===== src/ssp_cfg.svh =====
// Offsets, field positions, reset values and rate counts of the serial port
`ifndef SSP_CFG_SVH
`define SSP_CFG_SVH
`define SSP_CTRL_ADDR 8'hf8
`define SSP_BIT_ADDR_MASK 8'hf8
`define SSP_CTRL_RESET 8'h00
`define SSP_FE_RESET 1'h0
`define SSP_BIT_MODE_HI 3'h7
`define SSP_BIT_MODE_LO 3'h6
`define SSP_MODE0_HALF_CYCLES 8'h06
`define SSP_MODE2_TICK_CYCLES 8'h04
`define SSP_OVERSAMPLE_LAST 4'hf
`define SSP_START_MID 4'h7
`define SSP_M0_LAST_BIT 4'h7
`define SSP_STOP_IDX8 4'h9
`define SSP_STOP_IDX9 4'ha
`define SSP_LAST_DATA8 4'h7
`define SSP_LAST_DATA9 4'h8
`endif


===== src/ssp_pkg.sv =====
// Types shared by the serial port control logic
package ssp_pkg;
  typedef enum logic [1:0] {
    SSP_MODE_SHIFT = 2'h0,
    SSP_MODE_UART8 = 2'h1,
    SSP_MODE_FIXED9 = 2'h2,
    SSP_MODE_VAR9 = 2'h3
  } ssp_mode_t;
  typedef struct packed {
    logic mode_hi_or_frame_err;
    logic mode_lo_bit;
    logic multiproc_filter_en;
    logic rx_enable;
    logic ninth_tx_bit;
    logic ninth_rx_bit;
    logic tx_done_flag;
    logic rx_done_flag;
  } ssp_ctrl_t;
  typedef struct packed {
    logic [7:0] addr;
    logic wr;
    logic rd;
    logic bit_op;
    logic [7:0] wdata;
  } ssp_sfr_req_t;
  typedef struct packed {
    logic valid;
    logic [7:0] data;
    logic ninth;
    logic stop;
  } ssp_rx_frame_t;
  function automatic logic ssp_is_nine(input ssp_mode_t m);
    return m[1];
  endfunction
endpackage


===== src/ssp_tx.sv =====
// Transmit shifter for the four serial modes
`timescale 1ns/1ps
`include "ssp_cfg.svh"
module ssp_tx (
  // Clock and reset
  input wire logic i_mclk,
  input wire logic i_rst_n,
  // Mode and rate
  input wire ssp_pkg::ssp_mode_t i_mode,
  input wire logic i_tick16,
  input wire logic i_shift_tick,
  // Frame request
  input wire logic i_start,
  input wire logic [7:0] i_data,
  input wire logic i_ninth,
  // Line side
  output logic o_busy,
  output logic o_ser,
  output logic o_sclk,
  output logic o_done
);
  typedef enum logic [1:0] {
    TX_IDLE = 2'h0,
    TX_SHIFT = 2'h1,
    TX_STOP = 2'h3
  } ssp_tx_state_t;
  ssp_tx_state_t st_reg, st_next;
  logic [10:0] sh_reg, sh_next;
  logic [3:0] cnt_reg, cnt_next, sub_reg, sub_next, stop_idx;
  logic sclk_reg, sclk_next, done_reg, done_next, m0, nine;
  assign m0 = (i_mode == ssp_pkg::SSP_MODE_SHIFT);
  assign nine = ssp_pkg::ssp_is_nine(i_mode);
  assign stop_idx = nine ? `SSP_STOP_IDX9 : `SSP_STOP_IDX8;
  always_comb
  begin
    st_next = st_reg;
    sh_next = sh_reg;
    cnt_next = cnt_reg;
    sub_next = sub_reg;
    sclk_next = sclk_reg;
    done_next = 1'b0;
    unique case (st_reg)
      TX_IDLE:
      begin
        sclk_next = 1'b1;
        cnt_next = 4'h0;
        sub_next = 4'h0;
        if (i_start)
        begin
          st_next = TX_SHIFT;
          if (m0)
            sh_next = {3'h7, i_data};
          else
            sh_next = {1'b1, nine ? i_ninth : 1'b1, i_data, 1'b0};
        end
      end
      TX_SHIFT:
      begin
        if (m0 && i_shift_tick)
        begin
          sclk_next = ~sclk_reg;
          if (!sclk_reg)
          begin
            sh_next = {1'b1, sh_reg[10:1]};
            cnt_next = cnt_reg + 4'h1;
            if (cnt_reg == `SSP_M0_LAST_BIT)
            begin
              st_next = TX_IDLE;
              done_next = 1'b1;
            end
          end
        end
        else if (!m0 && i_tick16)
        begin
          sub_next = sub_reg + 4'h1;
          if (sub_reg == `SSP_OVERSAMPLE_LAST)
          begin
            sh_next = {1'b1, sh_reg[10:1]};
            cnt_next = cnt_reg + 4'h1;
            // Flag rises as the stop bit starts, after the last data bit
            if (cnt_next == stop_idx)
            begin
              st_next = TX_STOP;
              done_next = 1'b1;
            end
          end
        end
      end
      TX_STOP:
      begin
        if (i_tick16)
        begin
          sub_next = sub_reg + 4'h1;
          if (sub_reg == `SSP_OVERSAMPLE_LAST)
            st_next = TX_IDLE;
        end
      end
      default: st_next = TX_IDLE;
    endcase
  end
  always_ff @(posedge i_mclk or negedge i_rst_n)
  begin
    if (!i_rst_n)
    begin
      st_reg <= TX_IDLE;
      sh_reg <= 11'h7ff;
      cnt_reg <= 4'h0;
      sub_reg <= 4'h0;
      sclk_reg <= 1'b1;
      done_reg <= 1'b0;
    end
    else
    begin
      st_reg <= st_next;
      sh_reg <= sh_next;
      cnt_reg <= cnt_next;
      sub_reg <= sub_next;
      sclk_reg <= sclk_next;
      done_reg <= done_next;
    end
  end
  assign o_busy = (st_reg != TX_IDLE);
  assign o_ser = sh_reg[0];
  assign o_sclk = sclk_reg;
  assign o_done = done_reg;
endmodule


===== src/ssp_rx.sv =====
// Receive shifter for the four serial modes
`timescale 1ns/1ps
`include "ssp_cfg.svh"
module ssp_rx (
  // Clock and reset
  input wire logic i_mclk,
  input wire logic i_rst_n,
  // Mode and rate
  input wire ssp_pkg::ssp_mode_t i_mode,
  input wire logic i_tick16,
  input wire logic i_shift_tick,
  // Control
  input wire logic i_enable,
  input wire logic i_shift_start,
  input wire logic i_rxd,
  // Results
  output ssp_pkg::ssp_rx_frame_t o_frame,
  output logic o_busy,
  output logic o_sclk
);
  typedef enum logic [1:0] {
    RX_IDLE = 2'h0,
    RX_START = 2'h1,
    RX_DATA = 2'h3,
    RX_STOP = 2'h2
  } ssp_rx_state_t;
  ssp_rx_state_t st_reg, st_next;
  ssp_pkg::ssp_rx_frame_t fr_reg, fr_next;
  logic [7:0] data_reg, data_next;
  logic [3:0] cnt_reg, cnt_next, sub_reg, sub_next;
  logic ninth_reg, ninth_next, sclk_reg, sclk_next, m0, nine;
  assign m0 = (i_mode == ssp_pkg::SSP_MODE_SHIFT);
  assign nine = ssp_pkg::ssp_is_nine(i_mode);
  always_comb
  begin
    st_next = st_reg;
    fr_next = fr_reg;
    fr_next.valid = 1'b0;
    data_next = data_reg;
    cnt_next = cnt_reg;
    sub_next = sub_reg;
    ninth_next = ninth_reg;
    sclk_next = sclk_reg;
    unique case (st_reg)
      RX_IDLE:
      begin
        sclk_next = 1'b1;
        cnt_next = 4'h0;
        sub_next = 4'h0;
        if (m0)
        begin
          if (i_shift_start)
            st_next = RX_DATA;
        end
        else if (i_enable && i_tick16 && !i_rxd)
          st_next = RX_START;
      end
      RX_START:
      begin
        if (i_tick16)
        begin
          sub_next = sub_reg + 4'h1;
          // Half-bit recheck drops glitches shorter than half a bit
          if (sub_reg == `SSP_START_MID)
          begin
            sub_next = 4'h0;
            st_next = i_rxd ? RX_IDLE : RX_DATA;
          end
        end
      end
      RX_DATA:
      begin
        if (m0 && i_shift_tick)
        begin
          sclk_next = ~sclk_reg;
          if (!sclk_reg)
          begin
            data_next = {i_rxd, data_reg[7:1]};
            cnt_next = cnt_reg + 4'h1;
            if (cnt_reg == `SSP_M0_LAST_BIT)
            begin
              st_next = RX_IDLE;
              fr_next = {1'b1, data_next, 1'b1, 1'b1};
            end
          end
        end
        else if (!m0 && i_tick16)
        begin
          sub_next = sub_reg + 4'h1;
          if (sub_reg == `SSP_OVERSAMPLE_LAST)
          begin
            if (cnt_reg < 4'h8)
              data_next = {i_rxd, data_reg[7:1]};
            else
              ninth_next = i_rxd;
            cnt_next = cnt_reg + 4'h1;
            if (cnt_reg == (nine ? `SSP_LAST_DATA9 : `SSP_LAST_DATA8))
              st_next = RX_STOP;
          end
        end
      end
      RX_STOP:
      begin
        if (i_tick16)
        begin
          sub_next = sub_reg + 4'h1;
          if (sub_reg == `SSP_OVERSAMPLE_LAST)
          begin
            st_next = RX_IDLE;
            // Stop level stands in for the ninth bit in 8-bit mode
            fr_next = {1'b1, data_reg, nine ? ninth_reg : i_rxd, i_rxd};
          end
        end
      end
    endcase
    if (!i_enable)
    begin
      st_next = RX_IDLE;
      sclk_next = 1'b1;
      fr_next.valid = 1'b0;
    end
  end
  always_ff @(posedge i_mclk or negedge i_rst_n)
  begin
    if (!i_rst_n)
    begin
      st_reg <= RX_IDLE;
      fr_reg <= '0;
      data_reg <= 8'h00;
      cnt_reg <= 4'h0;
      sub_reg <= 4'h0;
      ninth_reg <= 1'b0;
      sclk_reg <= 1'b1;
    end
    else
    begin
      st_reg <= st_next;
      fr_reg <= fr_next;
      data_reg <= data_next;
      cnt_reg <= cnt_next;
      sub_reg <= sub_next;
      ninth_reg <= ninth_next;
      sclk_reg <= sclk_next;
    end
  end
  assign o_frame = fr_reg;
  assign o_busy = (st_reg != RX_IDLE);
  assign o_sclk = sclk_reg;
endmodule


===== src/ssp_port.sv =====
// Serial port control register, flags, reception filter and pin muxing
`timescale 1ns/1ps
`include "ssp_cfg.svh"
// Functional notes
// - Alternate view: bit seven is sticky frame error
// - Shift mode ignores multiprocessor filter
// - 8-bit mode filter: stop high and address
// - 9-bit modes filter: ninth high and address
// - No reception while receive enable low
// - Shift receive starts on enable, flag clear
// - Ninth transmit bit sent only in 9-bit
// - Ninth received bit, or stop in 8-bit
// - Transmit flag set after last data bit, sticky
// - Receive flag set at frame end, filtered
// - Either flag requests interrupt when enabled
// - Register bits reachable by bit or byte
module ssp_port (
  // Clock and reset
  input wire logic i_mclk,
  input wire logic i_rst_n,
  // Register access
  input wire ssp_pkg::ssp_sfr_req_t i_sfr_req,
  output logic [7:0] o_sfr_rdata,
  // Configuration from neighbouring logic
  input wire logic i_flag_view_select,
  input wire logic i_port_int_en,
  input wire logic i_baud_tick16,
  input wire logic [7:0] i_given_addr,
  input wire logic [7:0] i_bcast_addr,
  // Transmit data
  input wire logic i_tx_load,
  input wire logic [7:0] i_tx_data,
  // Received data
  output logic [7:0] o_rx_data,
  output logic o_rx_valid,
  // Serial pins
  input wire logic i_rxd,
  output logic o_rxd,
  output logic o_rxd_oe,
  output logic o_txd,
  // Interrupt request
  output logic o_serial_irq
);
  logic rst_meta_reg, rst_sync_n_reg, rst_n;
  logic rxd_meta_reg, rxd_sync_reg;
  logic [7:0] m0_cnt_reg, m0_cnt_next, m2_cnt_reg, m2_cnt_next;
  logic shift_tick_reg, shift_tick_next, m2_tick_reg, m2_tick_next;
  ssp_pkg::ssp_ctrl_t ctrl_reg, ctrl_next;
  logic fe_reg, fe_next;
  logic [7:0] view, wmask, wval, upd;
  ssp_pkg::ssp_mode_t mode;
  logic m0, tick16, addr_match, rx_accept, frame_err;
  logic tx_start, tx_busy, tx_ser, tx_sclk, tx_done;
  logic rx_busy, rx_sclk, shift_start;
  ssp_pkg::ssp_rx_frame_t frame;
  logic [7:0] rdata_reg, rdata_next, rx_data_reg, rx_data_next;
  logic rx_valid_reg, rx_valid_next, irq_reg, irq_next;
  logic txd_reg, txd_next, rxd_out_reg, rxd_out_next;
  logic rxd_oe_reg, rxd_oe_next;

  // Byte hit or one-hot bit hit for a register access
  function automatic logic [7:0] sfr_mask(input logic [7:0] addr,
                                          input logic bit_op);
    logic [7:0] m;
    m = 8'h00;
    if (bit_op)
    begin
      if ((addr & `SSP_BIT_ADDR_MASK) == `SSP_CTRL_ADDR)
        m = 8'h01 << addr[2:0];
    end
    else if (addr == `SSP_CTRL_ADDR)
      m = 8'hff;
    return m;
  endfunction

  // Reset release through two stages
  always_ff @(posedge i_mclk or negedge i_rst_n)
  begin
    if (!i_rst_n)
    begin
      rst_meta_reg <= 1'b0;
      rst_sync_n_reg <= 1'b0;
    end
    else
    begin
      rst_meta_reg <= 1'b1;
      rst_sync_n_reg <= rst_meta_reg;
    end
  end
  assign rst_n = rst_sync_n_reg;

  // Line input is asynchronous to the core clock
  always_ff @(posedge i_mclk or negedge rst_n)
  begin
    if (!rst_n)
    begin
      rxd_meta_reg <= 1'b1;
      rxd_sync_reg <= 1'b1;
    end
    else
    begin
      rxd_meta_reg <= i_rxd;
      rxd_sync_reg <= rxd_meta_reg;
    end
  end

  // Fixed-rate dividers for shift mode and 9-bit fixed mode
  always_comb
  begin
    m0_cnt_next = m0_cnt_reg + 8'h01;
    shift_tick_next = 1'b0;
    if (m0_cnt_reg == `SSP_MODE0_HALF_CYCLES - 8'h01)
    begin
      m0_cnt_next = 8'h00;
      shift_tick_next = 1'b1;
    end
    m2_cnt_next = m2_cnt_reg + 8'h01;
    m2_tick_next = 1'b0;
    if (m2_cnt_reg == `SSP_MODE2_TICK_CYCLES - 8'h01)
    begin
      m2_cnt_next = 8'h00;
      m2_tick_next = 1'b1;
    end
  end
  always_ff @(posedge i_mclk or negedge rst_n)
  begin
    if (!rst_n)
    begin
      m0_cnt_reg <= 8'h00;
      m2_cnt_reg <= 8'h00;
      shift_tick_reg <= 1'b0;
      m2_tick_reg <= 1'b0;
    end
    else
    begin
      m0_cnt_reg <= m0_cnt_next;
      m2_cnt_reg <= m2_cnt_next;
      shift_tick_reg <= shift_tick_next;
      m2_tick_reg <= m2_tick_next;
    end
  end

  // Upper mode bit keeps its value while bit seven shows the error flag
  assign mode = ssp_pkg::ssp_mode_t'({ctrl_reg.mode_hi_or_frame_err,
                                      ctrl_reg.mode_lo_bit});
  assign m0 = (mode == ssp_pkg::SSP_MODE_SHIFT);
  // Variable rates come from a timer outside this block
  assign tick16 = (mode == ssp_pkg::SSP_MODE_FIXED9) ? m2_tick_reg
                                                     : i_baud_tick16;
  assign view = {i_flag_view_select ? fe_reg
                                    : ctrl_reg.mode_hi_or_frame_err,
                 ctrl_reg[`SSP_BIT_MODE_LO:0]};

  // Reception filter
  assign addr_match = (frame.data == i_given_addr) ||
                      (frame.data == i_bcast_addr);
  always_comb
  begin
    rx_accept = 1'b0;
    unique case (mode)
      ssp_pkg::SSP_MODE_SHIFT:
        rx_accept = frame.valid;
      ssp_pkg::SSP_MODE_UART8:
        rx_accept = frame.valid && (!ctrl_reg.multiproc_filter_en ||
                    (frame.stop && addr_match));
      ssp_pkg::SSP_MODE_FIXED9, ssp_pkg::SSP_MODE_VAR9:
        rx_accept = frame.valid && (!ctrl_reg.multiproc_filter_en ||
                    (frame.ninth && addr_match));
    endcase
  end
  assign frame_err = frame.valid && !m0 && !frame.stop;

  // Control register with hardware sets taking priority
  always_comb
  begin
    wmask = sfr_mask(i_sfr_req.addr, i_sfr_req.bit_op) &
            {8{i_sfr_req.wr}};
    wval = i_sfr_req.bit_op ? {8{i_sfr_req.wdata[0]}} : i_sfr_req.wdata;
    upd = (ctrl_reg & ~wmask) | (wval & wmask);
    ctrl_next = ssp_pkg::ssp_ctrl_t'(upd);
    fe_next = fe_reg;
    if (i_flag_view_select && wmask[`SSP_BIT_MODE_HI])
    begin
      ctrl_next.mode_hi_or_frame_err = ctrl_reg.mode_hi_or_frame_err;
      fe_next = wval[`SSP_BIT_MODE_HI];
    end
    if (frame_err)
      fe_next = 1'b1;
    if (tx_done)
      ctrl_next.tx_done_flag = 1'b1;
    if (rx_accept)
    begin
      ctrl_next.rx_done_flag = 1'b1;
      if (!m0)
        ctrl_next.ninth_rx_bit = frame.ninth;
    end
  end
  always_ff @(posedge i_mclk or negedge rst_n)
  begin
    if (!rst_n)
    begin
      ctrl_reg <= `SSP_CTRL_RESET;
      fe_reg <= `SSP_FE_RESET;
    end
    else
    begin
      ctrl_reg <= ctrl_next;
      fe_reg <= fe_next;
    end
  end

  // Engines
  assign tx_start = i_tx_load && !tx_busy;
  // Shift mode shares one clock pin, so transmit holds off reception
  assign shift_start = ctrl_reg.rx_enable && !ctrl_reg.rx_done_flag &&
                       !frame.valid && !tx_busy;
  ssp_tx u_tx (
    .i_mclk(i_mclk),
    .i_rst_n(rst_n),
    .i_mode(mode),
    .i_tick16(tick16),
    .i_shift_tick(shift_tick_reg),
    .i_start(tx_start),
    .i_data(i_tx_data),
    .i_ninth(ctrl_reg.ninth_tx_bit),
    .o_busy(tx_busy),
    .o_ser(tx_ser),
    .o_sclk(tx_sclk),
    .o_done(tx_done)
  );
  ssp_rx u_rx (
    .i_mclk(i_mclk),
    .i_rst_n(rst_n),
    .i_mode(mode),
    .i_tick16(tick16),
    .i_shift_tick(shift_tick_reg),
    .i_enable(ctrl_reg.rx_enable),
    .i_shift_start(shift_start),
    .i_rxd(rxd_sync_reg),
    .o_frame(frame),
    .o_busy(rx_busy),
    .o_sclk(rx_sclk)
  );

  // Registered outputs
  always_comb
  begin
    rdata_next = rdata_reg;
    if (i_sfr_req.rd)
    begin
      if (i_sfr_req.bit_op)
        rdata_next = {7'h00, |(view & sfr_mask(i_sfr_req.addr, 1'b1))};
      else
        rdata_next = view & sfr_mask(i_sfr_req.addr, 1'b0);
    end
    rx_data_next = rx_accept ? frame.data : rx_data_reg;
    rx_valid_next = rx_accept;
    irq_next = i_port_int_en && (ctrl_next.tx_done_flag ||
               ctrl_next.rx_done_flag);
    if (m0)
      txd_next = tx_busy ? tx_sclk : (rx_busy ? rx_sclk : 1'b1);
    else
      txd_next = tx_ser;
    rxd_out_next = tx_ser;
    rxd_oe_next = m0 && tx_busy;
  end
  always_ff @(posedge i_mclk or negedge rst_n)
  begin
    if (!rst_n)
    begin
      rdata_reg <= 8'h00;
      rx_data_reg <= 8'h00;
      rx_valid_reg <= 1'b0;
      irq_reg <= 1'b0;
      txd_reg <= 1'b1;
      rxd_out_reg <= 1'b1;
      rxd_oe_reg <= 1'b0;
    end
    else
    begin
      rdata_reg <= rdata_next;
      rx_data_reg <= rx_data_next;
      rx_valid_reg <= rx_valid_next;
      irq_reg <= irq_next;
      txd_reg <= txd_next;
      rxd_out_reg <= rxd_out_next;
      rxd_oe_reg <= rxd_oe_next;
    end
  end
  assign o_sfr_rdata = rdata_reg;
  assign o_rx_data = rx_data_reg;
  assign o_rx_valid = rx_valid_reg;
  assign o_serial_irq = irq_reg;
  assign o_txd = txd_reg;
  assign o_rxd = rxd_out_reg;
  assign o_rxd_oe = rxd_oe_reg;
endmodule


===== config.mk =====
export PLATFORM = sky130hd
export DESIGN_NAME = ssp_port
export DESIGN_NICKNAME = d
export VERILOG_FILES = /design/src/ssp_pkg.sv /design/src/ssp_tx.sv /design/src/ssp_rx.sv /design/src/ssp_port.sv
export VERILOG_INCLUDE_DIRS = /design/src
export SDC_FILE = /design/constraint.sdc
export NUM_CORES = 1
export LEC_CHECK = 0
export ABC_AREA = 0
export BUFFER_PORTS_ARGS = -buffer_cell sky130_fd_sc_hd__buf_2
export CORE_ASPECT_RATIO = 0.8
export CORE_MARGIN = 4
export CORE_UTILIZATION = 59
export CTS_CLUSTER_DIAMETER = 120
export DETAILED_ROUTE_END_ITERATION = 8
export PLACE_DENSITY = 0.91
export SYNTH_ARGS = -nofsm -noshare
export SYNTH_HDL_FRONTEND = slang
export SYNTH_HIERARCHICAL = 1
export SYNTH_SLANG_ARGS = --single-unit

===== constraint.sdc =====
create_clock -name i_mclk -period 4.3 [get_ports i_mclk]
set_input_delay 0.215 -clock i_mclk [delete_from_list [all_inputs] [get_ports i_mclk]]
set_output_delay 0.215 -clock i_mclk [all_outputs]
set_load 0.005 [all_outputs]

# Word-level counts from Yosys, hierarchy flattened
# Index checks and enable logic that the tools add are counted.
# Widths: inputs -> output; s select.
dict set report totals {
  input_bits 50
  ff_bits 106
  output_inout_bits 21
  elab_cells 277
}
dict set report classes {
  n_addsub 6
  order_cmp 1
  reduce_logical 55
  n_mux 106
  bitwise 11
  shifts 1
  eq_ne 57
}
# op n
set op_table {}
lappend op_table {{$mux 8} 16}
lappend op_table {{$mux 11} 10}
lappend op_table {{$mux 4} 17}
lappend op_table {{$mux 2} 25}
lappend op_table {{$pmux 11 s2} 2}
lappend op_table {{$and 8x8->8} 5}
lappend op_table {{$mux 1} 26}
lappend op_table {{$ne 2x1->1 const B} 10}
lappend op_table {{$ne 3x1->1 const B} 6}
lappend op_table {{$reduce_bool 2->1} 9}
lappend op_table {{$logic_and 1x1->1} 17}
lappend op_table {{$add 4x1->4 const B} 4}
lappend op_table {{$add 8x1->8 const B} 2}
lappend op_table {{$eq 8x8->1} 2}
lappend op_table {{$pmux 4 s2} 2}
lappend op_table {{$pmux 4 s4} 1}
lappend op_table {{$reduce_and 4->1} 4}
lappend op_table {{$ne 3x2->1 const B} 5}
lappend op_table {{$reduce_and 5->1} 3}
lappend op_table {{$eq 4x3->1 const B} 3}
lappend op_table {{$ne 4x2->1 const B} 3}
lappend op_table {{$ne 4x4->1 const B} 3}
lappend op_table {{$pmux 4 s3} 1}
lappend op_table {{$reduce_and 11->1} 1}
lappend op_table {{30 further kinds} 60}

# Logic depth before layout (Yosys ltp)
# Gate-level depths: netlist (run 1).
dict set report depth {
  ltp_word 10
  depth_mapped 9
  depth_no_buf 8
}

# By module
# The synthesis (run 1) kept the hierarchy.
# module cells_per_inst seq_area_each_um2 area_each_um2 instances
set modules_own_cells {}
lappend modules_own_cells {ssp_port 231 1306.3 2637.5 1}
lappend modules_own_cells {ssp_rx 166 777.0 1747.9 1}
lappend modules_own_cells {ssp_tx 133 564.3 1362.6 1}

# Worst setup path after synthesis (run 1)
# Ideal clock, no wire load.
dict set report synth_timing {
  kind {register -> register}
  startpoint {register (tool-made name)}
  endpoint {register u_rx.data_reg[0]}
  setup_ps 125
  setup_slack_ps 2049
  path_stages_with_launch 9
  synth_period_minus_slack_ps 2251
  t_required_ps 4175
  n_path_buf 1
  t_arrival_ps 2126
  cell_sequence {dfrtp_1 > clkbuf_1 > inv_1 > a21boi_0 > a31o_2 > nand4_1 > o32ai_4 > nand2_4 > mux2_4}
}
# item line
set synth_rtl {}
lappend synth_rtl {{end signal, assigned} ssp_rx.sv:139} ;# data_reg <= data_next;
lappend synth_rtl {{end, declared} ssp_rx.sv:29} ;# logic [7:0] data_reg, data_next;

==> flow_summary_export.csv, run 1 <==
group,metric,value,unit
min_path,whs_endpoint,"o_serial_irq",
worst_setup_path,reg2reg_setup_slack,1.37,ns
global_routing,antenna_found_initial,0,
clock_tree,insertion_delay,0.36,ns
drt,via_per_inst,6.315,
placed_design,dpl_worst_slack,1.523,ns
logic_synthesis,synth-async-reset-ratio,100.0,%
floorplan,chipHeight,96.28,microns
placed_design,dp_cells,696,
drt,vias,4509,
floorplan,num_rows,31,
worst_setup_path,critPathKind,"reg2reg",
min_path,hold_path_class,"in2reg",
logic_synthesis,synthTopCellsByArea,"dfrtp_1 (39%), dfstp_2 (7.3%), mux2_4 (4.4%)",
clock_tree,cts_tree,"yes",
clock_tree,cts_resized,0,
clock_tree,htreeDepth,3,
power_and_ir_drop,power_density,442.1,mW/mm^2
timing,setup-violations-final,0,
logic_synthesis,yosysWarnings,6,
power_and_ir_drop,p_leak,0.003033,uW
run_status,status,"finished clean",
worst_setup_path,worstSetupEndpointType,"register",
cells_and_area,seq_area,0.002651,sq mm
clock_tree,post_cts_buffers,0,
worst_setup_path,r2r_cells,8,
cells_and_area,multi_input_area,0.002870,sq mm
clock_tree,numCtsBuffers,9,
logic_synthesis,synth-seq-cells,105,
placed_design,dp.final_hpwl,8988,microns
floorplan,dieArea,0.01140,sq mm
logic_synthesis,avgSynthCellArea,10.85,sq um
logic_synthesis,synth_edf_count,0,
timing,setup_slack,1.366,ns
worst_setup_path,crit_required,4.55,ns
global_routing,grt_start_max_net_pins,68,
clock_tree,cts_buffer_depth,2,
timing,fin_worst_skew,0.01385,ns
timing,worst_pin_slew,0.9832,ns
cells_and_area,fillerInstances,615,
placed_design,place_congestion,0.8932,
drt,drt-total-wl,12810,microns
timing,period_share,68.22,%
global_routing,grt_pass1_wl,21580,microns
clock_tree,cts_sinks,105,
worst_setup_path,cp_cell_sequence,"inv_1 > a21boi_0 > a31o_2 > nand4_1 > nor3_2 > nor2_2 > nand2_1 > nand2_1",
logic_synthesis,synthCells,530,
worst_setup_path,startpoint_type,"register",
logic_synthesis,syn_area,0.005748,sq mm
worst_setup_path,critPathMaxStageDelay,0.71,ns
floorplan,start_util,62.01,%
drt,drtIter0Drc,348,
drt,wl_per_cell,17.94,microns
timing,slew_violations,0,
logic_synthesis,synthesis.nets,590,
worst_setup_path,reg2reg_to,"u_rx/o_frame[8]",
clock_tree,clk_pin_slew,0.08,ns
cells_and_area,num_antenna_cells,0,
floorplan,core_area,0.009270,sq mm
logic_synthesis,synth_top_cell_by_area,"dfrtp_1",
timing,final-hold-violation-count,0,
placed_design,port_buffers,70,
timing,rsz0062_at_grt,"no",
timing,slew_headroom,34.45,%
global_routing,grt_overflow,0,
drt,drt_pre_antenna_iters,5,
timing,fin_crit,2.934,ns
timing,fmax,340.9,MHz
worst_setup_path,critical_path_buf_inv_count,1,
power_and_ir_drop,total_power,2847,uW
worst_setup_path,cpMostUsedCell,"nand2_1",
logic_synthesis,synth_top_area_share,38.75,%
min_path,min-delay-start,"i_port_int_en",
timing,final.setup.tns,0,ns
cells_and_area,layout-drive-gt1-share,27.88,%
flow_run,drv_cap,0,
cells_and_area,largest_reg_flops,11,
drt,antenna_left,0,
floorplan,pin_count,71,
logic_synthesis,synth_cell_types,88,
global_routing,gr-usage-all-layers,23.50,%
cells_and_area,syn_to_final_growth,12.04,%
worst_setup_path,cp_num_cells,8,
worst_setup_path,critical_path.top_delay_family,"simple AND/OR/NAND/NOR gates",
cells_and_area,layout.nets,654,
worst_setup_path,cp_slowest_cell,"dfrtp_1",
logic_synthesis,ys.flop_type,"dfrtp_1",
power_and_ir_drop,irDropWorstVdd,242.0,uV
cells_and_area,final_cells,714,
drt,drc_errors,0,
global_routing,grt_pass1_vias,4427,
worst_setup_path,cp_max_fo,17,
worst_setup_path,arrival,3.18,ns
logic_synthesis,ys_seq_area_share,46.06,%
clock_tree,cts-root-buf,"clkbuf_16",
floorplan,die_w,118.4,microns
min_path,min_path_cells,2,
[cell usage in the layout, fill, tap and decap left out, types with 12 or more instances in the layout]
master and instances:
dfrtp_1 88, buf_2 70, nand2_1 43, o21ai_0 29, nand3_1 24, inv_1 22
xor2_1 17, mux2_4 17, nor2_1 16, mux2_2 16, dfstp_2 16, xnor2_1 13
nor2b_1 13, mux2i_1 13, a21oi_1 13, nand4_1 12
[how the worst max path moves through the flow]
stage | start | to
after global routing | register | u_rx/o_frame[7]
final | register | u_rx/o_frame[8]
after global placement | register | u_rx/o_frame[6]
after floorplan | rst_n | async pin
after detailed placement | register | u_rx/o_frame[8]
after CTS | register | u_rx/o_frame[8]
[power breakdown]
group | leakage (uW) | switching, uW | internal [uW]
Combinational | 0.00154 | 392 | 340
Sequential | 0.00134 | 145 | 1130
Clock | 0.000148 | 380 | 459
[stage by stage]
step / hold WS [ns] / cell area, sq um / util, %
after floorplan: -0.08059 / 5748 / -
after global placement: 0.003492 / 6117 / 65.99
after detailed placement: 0.004577 / 6117 / 65.99
after CTS: 0.07418 / 6440 / 69.47
after global routing: 0.07311 / 6440 / 69.47
final: 0.08398 / 6440 / 69.47
[logic make-up after synthesis]
family          synth area share (%)
fa+ha+maj                      2.177
other cells                  0.06524
mux                            11.01
xor+xnor                       4.571
simple gates                   17.52
compound gates                 14.58
flops                          46.06
buf+inv                        4.005
[metal layers]
| metal | routed length [microns] | GRT usage, % |
|---|---|---|
| met5 | 0 | 0 |
| met4 | 204 | 6.634 |
| met3 | 1086 | 6.698 |
| met2 | 5988 | 37.28 |
| met1 | 5532 | 31.96 |
[synth_stat cells, types with 4 or more instances]
library cell and n:
mux2_4 17, a221o_1 4, and2_1 5, nor2b_1 13, o21ai_1 10, nand2_1 43
ha_1 10, clkbuf_1 5, a22o_1 10, and3_1 6, nand2b_1 5, nand3_1 24
xor2_1 17, a211oi_1 4, nand4_1 12, dfstp_2 16, nor4_1 5, a31oi_1 7
inv_1 22, a21oi_1 13, a22oi_1 9, dfrtp_1 89, mux2i_1 13, buf_2 8
o21ai_0 29, xnor2_1 13, nor3_1 6, nor2_1 16, mux2_2 16
[cell type report]
type,count,area share [%]
sequential,105,41.17
clock inverter,6,1.146
timing repair buffer,74,5.984
clock buffer,10,3.555
inverter,23,1.341
multi-input combinational,381,44.57
tap,115,2.234
[timing repair]
action,4_1_cts,5_1_grt
hold buffers,2,0
endpoints found under the hold margin,3,0
setup endpoints to repair,0,0
Note: power is estimated with default switching activity, not from simulation.
==> inputs of run 2 (changes only) <==
==> constraint.sdc (replaced) <==
create_clock -name i_mclk -period 3.06 [get_ports i_mclk]
set_input_delay 0.153 -clock i_mclk [delete_from_list [all_inputs] [get_ports i_mclk]]
set_output_delay 0.153 -clock i_mclk [all_outputs]
set_load 0.005 [all_outputs]
==> flow_summary_export.csv, run 2 (same netlist as run 1, synthesis figures left out) <==
group,metric,value,unit
global_routing,antenna_found_initial,0,
run_status,status,"finished clean",
floorplan,dieArea,0.01140,sq mm
power_and_ir_drop,total_power,4024,uW
timing,rsz0062_at_grt,"no",
drt,drc_errors,0,
worst_setup_path,cp_cell_sequence,"buf_4 > a31o_2 > nand4_1 > nor3_2 > nor2_2 > nand2_1 > nand2_1",
cells_and_area,num_antenna_cells,0,
worst_setup_path,critPathMaxStageDelay,0.68,ns
global_routing,grt_pass1_wl,21850,microns
worst_setup_path,cp_max_fo,13,
timing,fin_crit,2.415,ns
cells_and_area,mostFrequentLayoutCells,"dfrtp_1 (88), buf_2 (70), nand2_1 (43)",
worst_setup_path,cpMostUsedCell,"nand2_1",
drt,wl_per_cell,18.35,microns
worst_setup_path,critical_path.top_delay_family,"simple AND/OR/NAND/NOR gates",
power_and_ir_drop,power_density,620.2,mW/mm^2
timing,slew_headroom,36.25,%
cells_and_area,layout-drive-gt1-share,28.36,%
worst_setup_path,arrival,2.66,ns
clock_tree,clk_pin_slew,0.08,ns
floorplan,num_rows,31,
clock_tree,insertion_delay,0.36,ns
timing,slew_violations,0,
timing,worst_hold_slack,0.02360,ns
clock_tree,cts_buffer_depth,2,
cells_and_area,layout.nets,658,
timing,setup-violations-final,0,
clock_tree,cts_sinks,105,
worst_setup_path,startpoint_type,"register",
cells_and_area,largest_reg_flops,11,
timing,final.setup.tns,0,ns
placed_design,dp.final_hpwl,9006,microns
cells_and_area,syn_to_final_growth,12.86,%
worst_setup_path,critPathKind,"reg2reg",
timing,period_share,78.91,%
clock_tree,cts_tree,"yes",
drt,drt-total-wl,13170,microns
cells_and_area,postLayoutCellArea,0.006487,sq mm
min_path,hold_path_class,"in2reg",
global_routing,gr-usage-all-layers,24.15,%
floorplan,start_util,62.01,%
clock_tree,cts-root-buf,"clkbuf_16",
drt,via_per_inst,6.302,
timing,worst_pin_slew,0.9563,ns
drt,antenna_left,0,
worst_setup_path,crit_required,3.31,ns
cells_and_area,fillerInstances,632,
drt,vias,4525,
cells_and_area,utilization,69.98,%
flow_run,drv_cap,0,
timing,fmax,414.2,MHz
timing,final-hold-violation-count,0,
global_routing,grt_pass1_vias,4382,
floorplan,core_area,0.009270,sq mm
drt,drt_pre_antenna_iters,7,
cells_and_area,final_common_cell,"dfrtp_1",
clock_tree,cts_resized,0,
power_and_ir_drop,irDropWorstVdd,368.6,uV
drt,drtIter0Drc,368,
floorplan,die_w,118.4,microns
worst_setup_path,cp_slowest_cell,"nor3_2",
clock_tree,numCtsBuffers,9,
placed_design,placed_area,0.006160,sq mm
worst_setup_path,cp_num_cells,7,
timing,fin_worst_skew,0.008078,ns
worst_setup_path,worstSetupEndpointType,"register",
worst_setup_path,r2r_cells,7,
floorplan,chipHeight,96.28,microns
clock_tree,htreeDepth,3,
worst_setup_path,critical_path_buf_inv_count,1,
global_routing,grt_overflow,0,
floorplan,pin_count,71,
min_path,min_path_cells,2,
placed_design,place_congestion,0.9193,
power_and_ir_drop,p_leak,0.003062,uW
global_routing,grt_start_max_net_pins,66,
placed_design,port_buffers,70,
-- run 2: changes by cell type in the layout (fill, tap and decap cells not counted), sizes merged --
cell / change
buf: +4
clkinv: -3
inv: +3
-- run 2: timing repair --
action	in CTS	in global routing
buffers inserted	0	0
hold buffers	2	0
endpoints found under the hold margin	3	0
-- run 2: cell type report --
type                    count  area (sq um)  share of cell area [%]
multi-input cells         381          2870                   44.24
flip-flops and latches    105          2651                   40.87
repair buffers             78         427.9                   6.596
clock buffers              10         229.0                   3.529
well taps                 115         143.9                   2.218
inverters                  23         86.33                   1.331
clock inverters             6         78.83                   1.215
-- run 2: path summary, 6_finish.rpt --
path | start | to | slack [ns]
max | register | u_rx/o_frame[7] | 0.65
min | i_port_int_en | o_serial_irq | 0.02
max reg2reg | register | u_rx/o_frame[7] | 0.65
min reg2reg | rst_n | o_sfr_rdata[1] | 0.31
max in group asynchronous | rst_n | u_tx/sh_reg[0] | 1.98
min in group asynchronous | i_rst_n | rst_n | 0.12
-- run 2: metal layers --
metal	vias up	GRT usage [%]	wire length, microns
met3	29	5.053	950
met4	0	10.05	287
met5	-	0	0
met1	2219	32.90	5775
li1	2075	-	-
met2	202	38.09	6160
-- run 2: stage by stage --
step                      std cells  worst slack (ns)
after floorplan                 530            0.8089
after global placement          700            0.7546
after detailed placement        700            0.7057
after CTS                       718            0.6802
after global routing            718            0.4524
final                           718            0.6454
-- run 2: power by group --
group	internal [uW]	switching, uW
clock network	656	551
logic	481	560
registers	1590	187
total	2720	1300
